--- config.mk ---
export PLATFORM = sky130hd
export DESIGN_NAME = flash_program_ecc_control
export DESIGN_NICKNAME = d
export VERILOG_FILES = /design/src/rtl/flash_prog_pkg.sv /design/src/rtl/bus_write_cycle.sv /design/src/rtl/flash_program_ecc_control.sv
export VERILOG_INCLUDE_DIRS = /design/src /design/src/rtl
export SDC_FILE = /design/constraint.sdc
export NUM_CORES = 1
export LEC_CHECK = 0
export BUFFER_PORTS_ARGS = -buffer_cell sky130_fd_sc_hd__buf_2
export CORE_MARGIN = 2
export CORE_UTILIZATION = 58
export CTS_BUF_LIST = sky130_fd_sc_hd__clkbuf_16
export DETAILED_ROUTE_END_ITERATION = 7
export PLACE_DENSITY = 0.9
export REMOVE_ABC_BUFFERS = 1
export SLEW_MARGIN = 20
export SYNTH_ARGS = -nofsm -noshare
export SYNTH_HDL_FRONTEND = slang
export SYNTH_HIERARCHICAL = 1
export SYNTH_SLANG_ARGS = --single-unit
--- constraint.sdc ---
create_clock -name clk -period 5.8 [get_ports clk]
set_input_delay 1.16 -clock clk [delete_from_list [all_inputs] [get_ports clk]]
set_output_delay 1.16 -clock clk [all_outputs]
set_load 0.1 [all_outputs]
--- src/rtl/flash_prog_regs.svh ---
// Purpose: constants for the flash program host controller
// Assumes: x16 flash, word addressing, 50 MHz clock
// Notes: none
`ifndef FLASH_PROG_REGS_SVH
`define FLASH_PROG_REGS_SVH
`define UNLOCK1_ADDR 26'h0000555
`define UNLOCK1_DATA 16'h00AA
`define UNLOCK2_ADDR 26'h00002AA
`define UNLOCK2_DATA 16'h0055
`define PROG_SETUP_DEFAULT 16'h00A0
`define CLK_PERIOD_NS 32'd20
`define WR_PULSE_NS 32'd40
`define WR_PULSE_CYC ((`WR_PULSE_NS + `CLK_PERIOD_NS - 32'd1) / `CLK_PERIOD_NS)
`define RESET_PULSE_NS 32'd500
`define RESET_PULSE_CYC ((`RESET_PULSE_NS + `CLK_PERIOD_NS - 32'd1) / `CLK_PERIOD_NS)
`define RESET_RECOVERY_NS 32'd35000
`define RESET_RECOVERY_CYC ((`RESET_RECOVERY_NS + `CLK_PERIOD_NS - 32'd1) / `CLK_PERIOD_NS)
`define TIMER_W 16
`endif

--- src/rtl/flash_prog_pkg.sv ---
// Purpose: types for the flash program host controller
// Assumes: x16 data bus, 26-bit word address
// Notes: none
package flash_prog_pkg;
    typedef logic [25:0] addr_t;
    typedef logic [15:0] word_t;
    typedef struct packed {
        addr_t addr;
        word_t data;
        logic no_unlock;
    } prog_req_s;
    typedef struct packed {
        addr_t addr;
        word_t dq_out;
        logic dq_oe_n;
        logic ce_n;
        logic we_n;
        logic oe_n;
        logic reset_n;
    } flash_pins_s;
    typedef enum logic [2:0] {
        ST_IDLE, ST_CYCLE, ST_BUSY, ST_HWRST, ST_RECOVER
    } ctl_state_e;
endpackage : flash_prog_pkg

--- src/rtl/bus_write_cycle.sv ---
// Purpose: one asynchronous write cycle on the flash pins
// Assumes: address and data held by caller during the cycle
// Notes: we_n low for a fixed number of clocks
`timescale 1ns/100ps
`default_nettype none
`include "flash_prog_regs.svh"
module bus_write_cycle
    import flash_prog_pkg::*;
(
    input wire logic clk,
    input wire logic rst,
    input wire logic start,
    output logic we_n,
    output logic done
);
    logic [`TIMER_W-1:0] cnt_ff;
    logic [`TIMER_W-1:0] nxt_cnt;
    logic act_ff;
    logic nxt_act;
    logic done_ff;
    logic nxt_done;

    always_comb begin
        nxt_cnt = cnt_ff;
        nxt_act = act_ff;
        nxt_done = 1'b0;
        if (start && !act_ff) begin
            nxt_act = 1'b1;
            nxt_cnt = `TIMER_W'(`WR_PULSE_CYC);
        end else if (act_ff) begin
            if (cnt_ff == `TIMER_W'(1)) begin
                nxt_act = 1'b0;
                nxt_done = 1'b1;
            end
            nxt_cnt = cnt_ff - `TIMER_W'(1);
        end
    end

    always_ff @(posedge clk) begin
        if (rst) begin
            cnt_ff <= '0;
            act_ff <= 1'b0;
            done_ff <= 1'b0;
        end else begin
            cnt_ff <= nxt_cnt;
            act_ff <= nxt_act;
            done_ff <= nxt_done;
        end
    end

    assign we_n = ~act_ff;
    assign done = done_ff;
endmodule : bus_write_cycle
`default_nettype wire

--- src/rtl/flash_program_ecc_control.sv ---
// Purpose: host side controller issuing word program sequences to a parallel NOR flash
// Assumes: inputs synchronous to clk; ready_busy_output sampled directly
// Notes: the flash keeps its own per-page ecc; this side only sequences commands
// Function
// - word program is four write cycles
// - host reissues interrupted program after reset; the controller only raises retry_needed and waits for a new request
// - overlays use program without unlock writes
// - host should program each page once
// - first unlock writes AA at 555
// - second unlock writes 55 at 2AA
`timescale 1ns/100ps
`default_nettype none
`include "flash_prog_regs.svh"
module flash_program_ecc_control
    import flash_prog_pkg::*;
#(
    parameter word_t PROG_SETUP_CODE = `PROG_SETUP_DEFAULT,
    parameter int RECOVERY_CYC = `RESET_RECOVERY_CYC
) (
    input wire logic clk,
    input wire logic rst,
    input wire logic req_valid,
    output logic req_ready,
    input wire prog_req_s req,
    input wire logic hw_reset_req,
    output logic busy,
    output logic done,
    output logic retry_needed,
    input wire logic ready_busy_output,
    output flash_pins_s pins
);
    // ------------------------------------------------------------
    // sequencer state and write cycle datapath
    // ------------------------------------------------------------
    ctl_state_e state_ff, nxt_state;
    logic [1:0] step_ff, nxt_step;
    prog_req_s req_ff, nxt_req;
    logic [`TIMER_W-1:0] tmr_ff, nxt_tmr;
    logic seen_busy_ff, nxt_seen_busy;
    logic done_ff, nxt_done;
    logic retry_ff, nxt_retry;
    logic cyc_start;
    logic cyc_done;
    logic we_n;
    addr_t cyc_addr;
    word_t cyc_data;

    // ------------------------------------------------------------
    // write strobe timing
    // ------------------------------------------------------------
    bus_write_cycle u_cycle (
        .clk(clk),
        .rst(rst),
        .start(cyc_start),
        .we_n(we_n),
        .done(cyc_done)
    );

    // ------------------------------------------------------------
    // address and data of the current write cycle
    // ------------------------------------------------------------
    always_comb begin
        case (step_ff)
            2'd0: begin
                cyc_addr = `UNLOCK1_ADDR;
                cyc_data = `UNLOCK1_DATA;
            end
            2'd1: begin
                cyc_addr = `UNLOCK2_ADDR;
                cyc_data = `UNLOCK2_DATA;
            end
            2'd2: begin
                cyc_addr = req_ff.addr;
                cyc_data = PROG_SETUP_CODE;
            end
            default: begin
                cyc_addr = req_ff.addr;
                cyc_data = req_ff.data;
            end
        endcase
    end

    // ------------------------------------------------------------
    // sequencer
    // ------------------------------------------------------------
    always_comb begin
        nxt_state = state_ff;
        nxt_step = step_ff;
        nxt_req = req_ff;
        nxt_tmr = tmr_ff;
        nxt_seen_busy = seen_busy_ff;
        nxt_done = 1'b0;
        nxt_retry = retry_ff;
        cyc_start = 1'b0;
        // a reset request while already resetting or recovering is ignored
        if (hw_reset_req && state_ff != ST_HWRST && state_ff != ST_RECOVER) begin
            // abort whatever runs; an interrupted program must be redone
            nxt_retry = (state_ff == ST_CYCLE) || (state_ff == ST_BUSY);
            nxt_state = ST_HWRST;
            nxt_tmr = `TIMER_W'(`RESET_PULSE_CYC);
        end else begin
            case (state_ff)
                ST_IDLE: begin
                    if (req_valid) begin
                        // one program per request; a page is never rewritten on its own
                        nxt_req = req;
                        nxt_retry = 1'b0;
                        nxt_step = req.no_unlock ? 2'd2 : 2'd0;
                        nxt_state = ST_CYCLE;
                    end
                end
                ST_CYCLE: begin
                    cyc_start = 1'b1;
                    if (cyc_done) begin
                        cyc_start = 1'b0;
                        if (step_ff == 2'd3) begin
                            nxt_state = ST_BUSY;
                            nxt_seen_busy = 1'b0;
                            nxt_tmr = `TIMER_W'(`WR_PULSE_CYC);
                        end else begin
                            nxt_step = step_ff + 2'd1;
                        end
                    end
                end
                ST_BUSY: begin
                    // no commands issued while the flash runs its algorithm
                    // ready may drop late after the last write; the timer bridges that gap
                    if (tmr_ff != '0) begin
                        nxt_tmr = tmr_ff - `TIMER_W'(1);
                    end
                    if (!ready_busy_output) begin
                        nxt_seen_busy = 1'b1;
                    end
                    if (ready_busy_output && (seen_busy_ff || tmr_ff == '0)) begin
                        nxt_state = ST_IDLE;
                        nxt_done = 1'b1;
                    end
                end
                ST_HWRST: begin
                    // reset pin held low for the pulse width
                    if (tmr_ff == '0) begin
                        nxt_state = ST_RECOVER;
                        nxt_tmr = `TIMER_W'(RECOVERY_CYC);
                    end else begin
                        nxt_tmr = tmr_ff - `TIMER_W'(1);
                    end
                end
                ST_RECOVER: begin
                    // flash takes no commands until recovery ends
                    if (tmr_ff == '0) begin
                        nxt_state = ST_IDLE;
                    end else begin
                        nxt_tmr = tmr_ff - `TIMER_W'(1);
                    end
                end
                default: begin
                    nxt_state = ST_IDLE;
                end
            endcase
        end
    end

    // ------------------------------------------------------------
    // registers
    // ------------------------------------------------------------
    always_ff @(posedge clk) begin
        if (rst) begin
            state_ff <= ST_IDLE;
            step_ff <= 2'd0;
            req_ff <= '0;
            tmr_ff <= '0;
            seen_busy_ff <= 1'b0;
            done_ff <= 1'b0;
            retry_ff <= 1'b0;
        end else begin
            state_ff <= nxt_state;
            step_ff <= nxt_step;
            req_ff <= nxt_req;
            tmr_ff <= nxt_tmr;
            seen_busy_ff <= nxt_seen_busy;
            done_ff <= nxt_done;
            retry_ff <= nxt_retry;
        end
    end

    // ------------------------------------------------------------
    // pins
    // ------------------------------------------------------------
    logic in_cycle;
    assign in_cycle = (state_ff == ST_CYCLE);
    assign req_ready = (state_ff == ST_IDLE) && !hw_reset_req;
    assign busy = (state_ff != ST_IDLE);
    assign done = done_ff;
    assign retry_needed = retry_ff;
    assign pins.addr = in_cycle ? cyc_addr : req_ff.addr;
    assign pins.dq_out = in_cycle ? cyc_data : '0;
    assign pins.dq_oe_n = ~in_cycle;
    assign pins.ce_n = ~in_cycle;
    assign pins.we_n = in_cycle ? we_n : 1'b1;
    assign pins.oe_n = 1'b1;
    // reset pin low only during the pulse, high again through recovery
    assign pins.reset_n = (state_ff != ST_HWRST);
endmodule : flash_program_ecc_control
`default_nettype wire

==> After elaboration in Yosys (flattened, before gate mapping) <==
Cells that the tools add are included.
{ "op_classes": {"add_sub_neg": 3, "muxes": 42, "order_cmp": 0, "n_reduce_logical": 33, "n_mul": 0, "n_eq_ne": 28, "n_div": 0, "n_shift": 0, "n_bitwise": 4} }
{ "ops": {"columns": ["operator", "count"], "rows": [
  ["$mux W16", 6],
  ["$pmux W16 S4", 1],
  ["$pmux W26 S2", 1],
  ["$pmux W16 S3", 1],
  ["$sub A16 B1 Y16 const B", 2],
  ["$mux W26", 1],
  ["$reduce_and A5 Y1", 4],
  ["$mux W3", 6],
  ["$eq A16 B1 Y1 const B", 1],
  ["$logic_not A16 Y1", 1],
  ["$reduce_bool A16 Y1", 1],
  ["$mux W1", 15],
  ["$ne A3 B3 Y1 const B", 5],
  ["$pmux W3 S5", 1],
  ["$mux W2", 7],
  ["$ne A2 B2 Y1 const B", 6],
  ["$reduce_and A6 Y1", 2],
  ["$reduce_bool A2 Y1", 5],
  ["$ne A3 B2 Y1 const B", 3],
  ["$ne A2 B1 Y1 const B", 4],
  ["$eq A3 B2 Y1 const B", 2],
  ["$ne A3 B1 Y1 const B", 2],
  ["$reduce_or A3 Y1", 2],
  ["$logic_and A1 B1 Y1", 5],
  ["other kinds (19)", 26]
]} }
{ "word_totals": {"ramBits": 0, "latchBits": 0, "mem_count": 0, "output_inout_bits": 51, "reg_bits": 84, "wordCells": 124, "inputBits": 48, "romBits": 0} }

==> Depth between registers and ports, before layout <==
Gate-level depths: netlist of the first run.
{ "depth": {"ltp_word": 6, "ltp_mapped": 9, "depth_no_buf": 7} }

==> Cells and area by module <==
The synthesis of the first run kept the hierarchy.
{ "by_module_without_submodules": {"columns": ["mod", "n_inst", "area_each_um2", "cells_per_inst", "seq_area_each_um2"], "rows": [
  ["flash_program_ecc_control", 1, 3515.9, 471, 1321.3],
  ["bus_write_cycle", 1, 830.8, 88, 360.3]
]} }

==> Worst setup path before layout of the first run <==
No wires, ideal clock.
{ "synth_path": {"kind": "in2out", "startpoint": "input hw_reset_req", "endpoint": "output req_ready", "t_arrival_ns": 4.091, "setup_slack_ns": 0.549, "path_buffers": 0, "path_stages": 1, "t_required_ns": 4.640, "cell_sequence": "nor4_1"} }
{ "synth_via": {"elab_chain_len": 2} }
{ "synth_lines": {"columns": ["item", "line_no", "rtl"], "rows": [
  ["start, declared", "flash_program_ecc_control.sv:25", "input wire logic hw_reset_req,"],
  ["$logic_not A1 Y1", "flash_program_ecc_control.sv:191", "assign req_ready = (state_ff == ST_IDLE) && !hw_reset_req;"],
  ["$logic_and A1 B1 Y1", "flash_program_ecc_control.sv:191", null],
  ["end, declared", "flash_program_ecc_control.sv:23", "output logic req_ready,"]
]} }
Every way passes these cells.

==> results_dict.tcl, run 1 <==
set metrics [dict create \
    p_leak_nw 2.153 \
    slew_viol_final 0 \
    synth_top_flop_cell "dfxtp_1" \
    grt_util_met2 0.4695 \
    syn_to_final_growth_pct 17.59 \
    worstPathArrival_ps 3460 \
    chipHeight_um 90.57 \
    place_area_sq_um 4817 \
    cp-start-kind "register" \
    post-place-ws_ps 1667 \
    die_w_um 90.57 \
    postCtsSetupBuffers 0 \
    rr_startpoint "state_ff[0]" \
    relSlewSlack 0.3787 \
    cellPowerDensity_nw_per_um2 380.4 \
    path_max_fanout 18 \
    yosysWarnings 6 \
    report.final.hold_viol_count 0 \
    whs_path_depth 2 \
    layout_setup_ws_ps 1177 \
    finalCritPeriodShare 0.7971 \
    worstSkewPairLatency_ps 330 \
    fin_skew_ps 7.459 \
    diodes 0 \
    outcome "finished clean" \
    routabilityCongestion 0.9532 \
    cts_buffers 9 \
    switchingPower_uw 783.3 \
    antenna_found_initial 0 \
    drt-initial-drc-count 359 \
    fin_nets 688 \
    setup_viol 0 \
    grt_overflow 0 \
    numPortBuffers 97 \
    p_int_mw 1.161 \
    grt_pass1_wl_um 18450 \
    synthArstFlopShare 0 \
    drv_cap 0 \
    critPathLaunch "state_ff[0]" \
    power_frac_clock 0.291 \
    fp.dieArea_sq_um 8203 \
    tightest_slew_ps 927.9 \
    ir_drop_mv 0.2886 \
    htreeDepth 3 \
    grt_pass1_vias 4045 \
    start_util 0.5993 \
    firstDrtPassIters 6 \
    dpl.cell_count 720 \
    top_usage_layer "met2" \
    finalInstanceArea_sq_um 5111 \
    path_buf_inv 2 \
    worstSetupPathType "reg -> out" \
    ys_seq_area_frac 0.3869 \
    hold_start "req_ff[15]" \
    synth_cells 559 \
    drt-total-wl_um 11180 \
    vias 4338 \
    swShare 0.4029 \
    n_fill_cell 585 \
    worstSetupEndpointType "output port" \
    viasPerCell 5.894 \
    cp.required_ps 4640 \
    met1_usage 0.3275 \
    rsz0062_at_grt "false" \
    slowest_delay_ps 850 \
    cts.clk_slew.worst_paths_ps 60 \
    grt_max_degree 58 \
    max-clock-path-buffers 2 \
    fin_total_pwr_mw 1.944 \
    setup.reg_to_reg.worst_slack_ps 2730 \
    drc 0 \
    drt-wirelength-per-cell_um 15.18 \
    use_met3 0.05259 \
    synth.cell_area_sq_um 4347 \
    cp.depth 5 \
    post_cts_resized 0 \
    antenna_left 0 \
    timing.fmax_ghz 0.2163 \
    path_cells "nor3b_2 > inv_1 > nor2_1 > nor2b_1 > buf_2" \
    ys_ff_latch 84 \
    hold_class "reg -> reg" \
    grt_use_total 0.2697 \
    period_minus_slack_ps 4623 \
    synth-edff-count 0 \
    seqPwrFrac 0.352 \
    syn_avg_cell_area_sq_um 7.776 \
    p_comb_frac 0.357 \
    ys_types 64 \
    cts-root-buf "clkbuf_16" \
    slowest_stage "nor3b_2" \
    place_hpwl_um 7605 \
    finalNonFillerCells 736 \
    cts_tree "done" \
    cpLargestDelayFamily "simple AND/OR/NAND/NOR gates" \
    io_pins 99 \
    core_area_sq_um 7253 \
    cts_hold_buf 0 \
    r2r_cells 5 \
    rows 31 \
    cts_num_sinks 84 \
    final_layout_size_suffix_gt1_frac 0.2025 \
]
-- power by group through the flow --
stage	logic [mW]	registers (mW)	clock network (mW)
2_1_floorplan	0.542	0.687	0
3_5_place_dp	0.681	0.695	0
4_1_cts	0.687	0.683	0.573
6_report	0.694	0.685	0.566
5_1_grt	0.747	0.691	0.594
3_3_place_gp	0.659	0.691	0
-- state kept, by name, indices dropped and copies added (netlist names) --
register,count
retry_needed,1
req_ff,42
u_cycle/cnt_ff,16
tmr_ff,16
seen_busy_ff,1
u_cycle/done,1
state_ff,3
done,1
step_ff,2
u_cycle/act_ff,1
-- layout by cell type (no fill, tap or decap), types with 8 or more instances in the layout --
| master | n |
|---|---|
| nand2_1 | 120 |
| buf_2 | 97 |
| dfxtp_1 | 84 |
| a21oi_1 | 77 |
| nor2_1 | 33 |
| nor2b_1 | 19 |
| inv_1 | 16 |
| o21ai_0 | 11 |
| or4_1 | 11 |
| and3_1 | 9 |
| nand2b_1 | 9 |
| clkbuf_16 | 9 |
| a21o_1 | 8 |
| nor3_1 | 8 |
| ha_1 | 8 |
-- cells in the mapped netlist, drive strengths merged, types with 3 or more instances --
cell	instances	area, sq um
clkbuf	30	112.6
o21ai	17	96.34
a31oi	3	25.02
o31ai	4	30.03
buf	8	53.80
a21oi	77	385.4
mux2i	3	30.03
inv	15	56.30
a2111o	5	56.30
and2	5	31.28
o221a	4	45.04
nor2	33	123.9
a21o	8	60.06
and3	9	56.30
nor2b	19	118.9
a211oi	7	52.55
nand2	120	450.4
a2bb2oi	5	43.79
xnor2	4	35.03
nor3	9	50.05
nand2b	9	56.30
xor2	7	61.31
nand3	6	30.03
dfxtp	84	1682
nand4	3	25.02
or4	12	93.84
nand3b	5	37.54
nor4	8	65.06
ha	8	100.1
or3	5	31.28
or3b	3	26.28
-- area by class of cell --
type / instances / area (sq um) / share of cell area
multi-input combinational: 422 / 2447 / 0.4788
tap: 99 / 123.9 / 0.02424
timing repair buffer: 100 / 508.0 / 0.09939
inverter: 15 / 56.30 / 0.01102
sequential: 84 / 1682 / 0.3290
clock inverter: 7 / 68.82 / 0.01346
clock buffer: 9 / 225.2 / 0.04406
-- kinds of logic after synthesis --
| logic type | after synthesis | share of synthesized area |
|---|---|---|
| AND/OR/NAND/NOR | 255 | 0.2968 |
| other | 1 | 0.0008627 |
| adder cells (fa/ha/maj) | 8 | 0.02303 |
| AO/OA/AOI/OAI | 143 | 0.2096 |
| flip-flops | 84 | 0.3869 |
| XOR/XNOR | 11 | 0.02216 |
| multiplexers | 4 | 0.009499 |
| buffers and inverters | 53 | 0.05124 |
-- path summary, 6_finish.rpt --
kind,to
worst max-delay path,pins[34]
worst max register to register,u_cycle/cnt_ff[14]
worst min-delay path,req_ff[15]
worst min register to register,req_ff[15]
-- metal layers --
metal | vias up | part of all wire
li1 | 2089 | -
met3 | 32 | 0.055
met4 | 0 | 0.026
met2 | 192 | 0.51
met5 | - | 0
met1 | 2025 | 0.41
-- stage by stage --
step | util | setup TNS [ps] | hold slack (ps)
4_1_cts | 0.7047 | 0 | 454.4
5_1_grt | 0.7047 | 0 | 464.4
6_report | 0.7047 | 0 | 453.4
3_5_place_dp | 0.6641 | 0 | 446.0
2_1_floorplan | - | -15720 | 425.7
3_3_place_gp | 0.6641 | 0 | 438.5
-- worst reg2reg max path: stages, from the launching register on --
cell and delay [ps]:
dfxtp_1 660, nor3b_2 850, inv_1 400, nor3_1 430
a21o_1 480, a21oi_1 110
Note: power is estimated with default switching activity, not from simulation.
==> inputs of run 2 (changes only) <==
Settings changed: ABC_AREA set to 1, CORE_UTILIZATION 58 to 54, PLACE_DENSITY 0.9 to 0.85.
Clock period 5.8 ns to 4.3 ns, I/O delays scaled along.
==> run 2 against run 1 <==
Effect of this change:
- power up 25%
- sequential share of layout area decreased by 0.40 points
- first-iteration DRC count shrank 49%
- cell count grew 14%
- sequential cell count stayed put
- setup slack got worse by 240 ps
- routed wire length down 5.1%
- via count decreased by 0.14%
- synthesized cell count up 14%
- cell area up 1.2%
- worst hold slack barely moved
- area after synthesis rose by 0.89%
==> results_dict.tcl, run 2 <==
set metrics [dict create \
    outcome "finished clean" \
    ir_drop_mv 0.3056 \
    drv_cap 0 \
    firstDrtPassIters 5 \
    grt_pass1_wl_um 17660 \
    r2r-end "u_cycle/cnt_ff[3]" \
    synth_top_flop_cell "dfxtp_1" \
    worstSetupEndpointType "output port" \
    n_fill_cell 668 \
    ys_seq_area_frac 0.3835 \
    synth_top_family_by_area "simple AND/OR/NAND/NOR gates" \
    drt-total-wl_um 10600 \
    rsz0062_at_grt "false" \
    numPortBuffers 97 \
    final_layout_size_suffix_gt1_frac 0.2296 \
    postCtsSetupBuffers 0 \
    hold_class "reg -> reg" \
    place_hpwl_um 7868 \
    use_met3 0.04494 \
    cts_tree "done" \
    post_cts_resized 0 \
    chipHeight_um 94.12 \
    synth_compound_area_frac 0.1914 \
    routabilityCongestion 0.8812 \
    setup_viol 0 \
    core_area_sq_um 7807 \
    regMostFlops "req_ff" \
    viasPerCell 5.169 \
    regArea_sq_um 1682 \
    path_max_fanout 14 \
    whs_endpoint "req_ff[8]" \
    synthArstFlopShare 0 \
    syn_to_final_growth_pct 17.97 \
    synthXorXnorAreaFrac 0.009986 \
    die_w_um 94.12 \
    reg_top3 "req_ff x42, tmr_ff x16, u_cycle/cnt_ff x16" \
    synth-edff-count 0 \
    yosysWarnings 6 \
    drt-initial-drc-count 183 \
    cts_buffers 9 \
    synth_fa_ha_area_frac 0.02282 \
    grt_max_degree 53 \
    diodes 0 \
    cellPowerDensity_nw_per_um2 471.3 \
    drc 0 \
    fp.dieArea_sq_um 8858 \
    finalNonFillerCells 838 \
    htreeDepth 3 \
    tightest_slew_ps 841.1 \
    finalCritPeriodShare 0.7829 \
    period_minus_slack_ps 3367 \
    slew_viol_final 0 \
    cts_hold_buf 0 \
    grt_overflow 0 \
    relSlewSlack 0.4372 \
    synthTopCellsByArea "dfxtp_1 38%, nor2_1 9.0%, inv_1 8.2%, nand2_1 8.2%, a21oi_1 6.2%" \
    antenna_left 0 \
    rr_startpoint "state_ff[1]" \
    start_util 0.5617 \
    r2r_cells 12 \
    met1_usage 0.2709 \
    worstPathArrival_ps 2510 \
    ys_ff_latch 84 \
    syn_avg_cell_area_sq_um 6.852 \
    whs_path_depth 2 \
    timing.fmax_ghz 0.2970 \
    largest_register_ffs 42 \
    final_cell_mix "105 x nor2_1, 97 x inv_1, 97 x buf_2" \
    synth_cells 640 \
    place_area_sq_um 4905 \
    fin_skew_ps 7.081 \
    report.final.hold_viol_count 0 \
    antenna_found_initial 0 \
    io_pins 99 \
    ys_types 36 \
    cts-root-buf "clkbuf_16" \
    dpl.cell_count 822 \
    vias 4332 \
    grt_use_total 0.2460 \
    muxShareOfSynthArea 0 \
    synth_top_area_share 0.3835 \
    max-clock-path-buffers 2 \
    yosysTopAreaCell "dfxtp_1" \
    multi_input_area_sq_um 2177 \
    cp-start-kind "register" \
    drt-wirelength-per-cell_um 12.65 \
    synth.cell_area_sq_um 4385 \
    fin_nets 787 \
    rows 32 \
    grt_pass1_vias 4151 \
    grt_util_met2 0.4619 \
    cts.clk_slew.worst_paths_ps 60 \
    worstSetupPathType "reg -> out" \
    synth_simple_gate_area_frac 0.2713 \
    cts_num_sinks 84 \
    final_common_cell "nor2_1" \
    synthTopCellsByCount "105 x nor2_1, 96 x inv_1, 96 x nand2_1, 84 x dfxtp_1, 54 x a21oi_1" \
    p_leak_nw 2.413 \
    top_usage_layer "met2" \
    finalInstanceArea_sq_um 5174 \
    yosys.cell_count.top_type "nor2_1" \
    worstSkewPairLatency_ps 330 \
    setup.reg_to_reg.worst_slack_ps 1880 \
    hold_start "req_ff[8]" \
    cp.required_ps 3440 \
]
[run 2: cell count changes in the layout (fill, tap and decap cells not counted), sizes merged, moves of 19 or more]
cell   change
o21ai     +51
nand2     -20
nand3     +21
nor2      +86
inv       +91
nor2b     -19
[run 2: stage by stage]
step                hold slack (ps)    util  power [mW]  setup slack [ps]  TNS (ps)
finish                        453.7  0.6627       2.438             933.4         0
floorplan                     426.6       -       1.586            -743.4    -12230
global route                  476.4  0.6627       2.554             668.0         0
detailed placement            448.3  0.6282       1.748              1293         0
global placement              437.8  0.6282       1.723              1407         0
CTS                           456.4  0.6627       2.443             926.9         0
[run 2: where the power goes]
group / switching (mW) / internal, mW / total, mW
Combinational: 0.665 / 0.191 / 0.856
Clock: 0.307 / 0.388 / 0.695
Sequential: 0.0447 / 0.843 / 0.888
[run 2: critical path, stage by stage (launching register included)]
cell and delay (ps):
dfxtp_1 350, inv_2 80, nand2_2 90, nor2_4 190, clkinv_1 290, nor2_1 730
nor2_1 100, buf_2 330
[run 2: how the worst max path moves through the flow]
stage | startpoint | endpoint
finish | state_ff[2] | pins[44]
global route | state_ff[2] | pins[40]
CTS | state_ff[2] | pins[44]
detailed placement | state_ff[2] | pins[44]
global placement | state_ff[2] | pins[32]
floorplan | state_ff[2] | pins[22]
[run 2: logic make-up after synthesis]
family	count (synthesis)
other	1
adder cells (fa/ha/maj)	8
flip-flops	84
buffers and inverters	127
AO/OA/AOI/OAI	150
XOR/XNOR	5
AND/OR/NAND/NOR	265
[run 2: area by class of cell]
class	count	share of cell area
sequential	84	0.3250
tap	102	0.02467
clock inverter	7	0.008464
timing repair buffer	99	0.09915
multi-input combinational	429	0.4208
clock buffer	9	0.04353
inverter	108	0.07836
[run 2: layer usage]
metal | part of all wire | vias up
li1 | - | 2206
met1 | 0.41 | 1967
met2 | 0.52 | 139
met3 | 0.052 | 20
met4 | 0.018 | 0
met5 | 0 | -
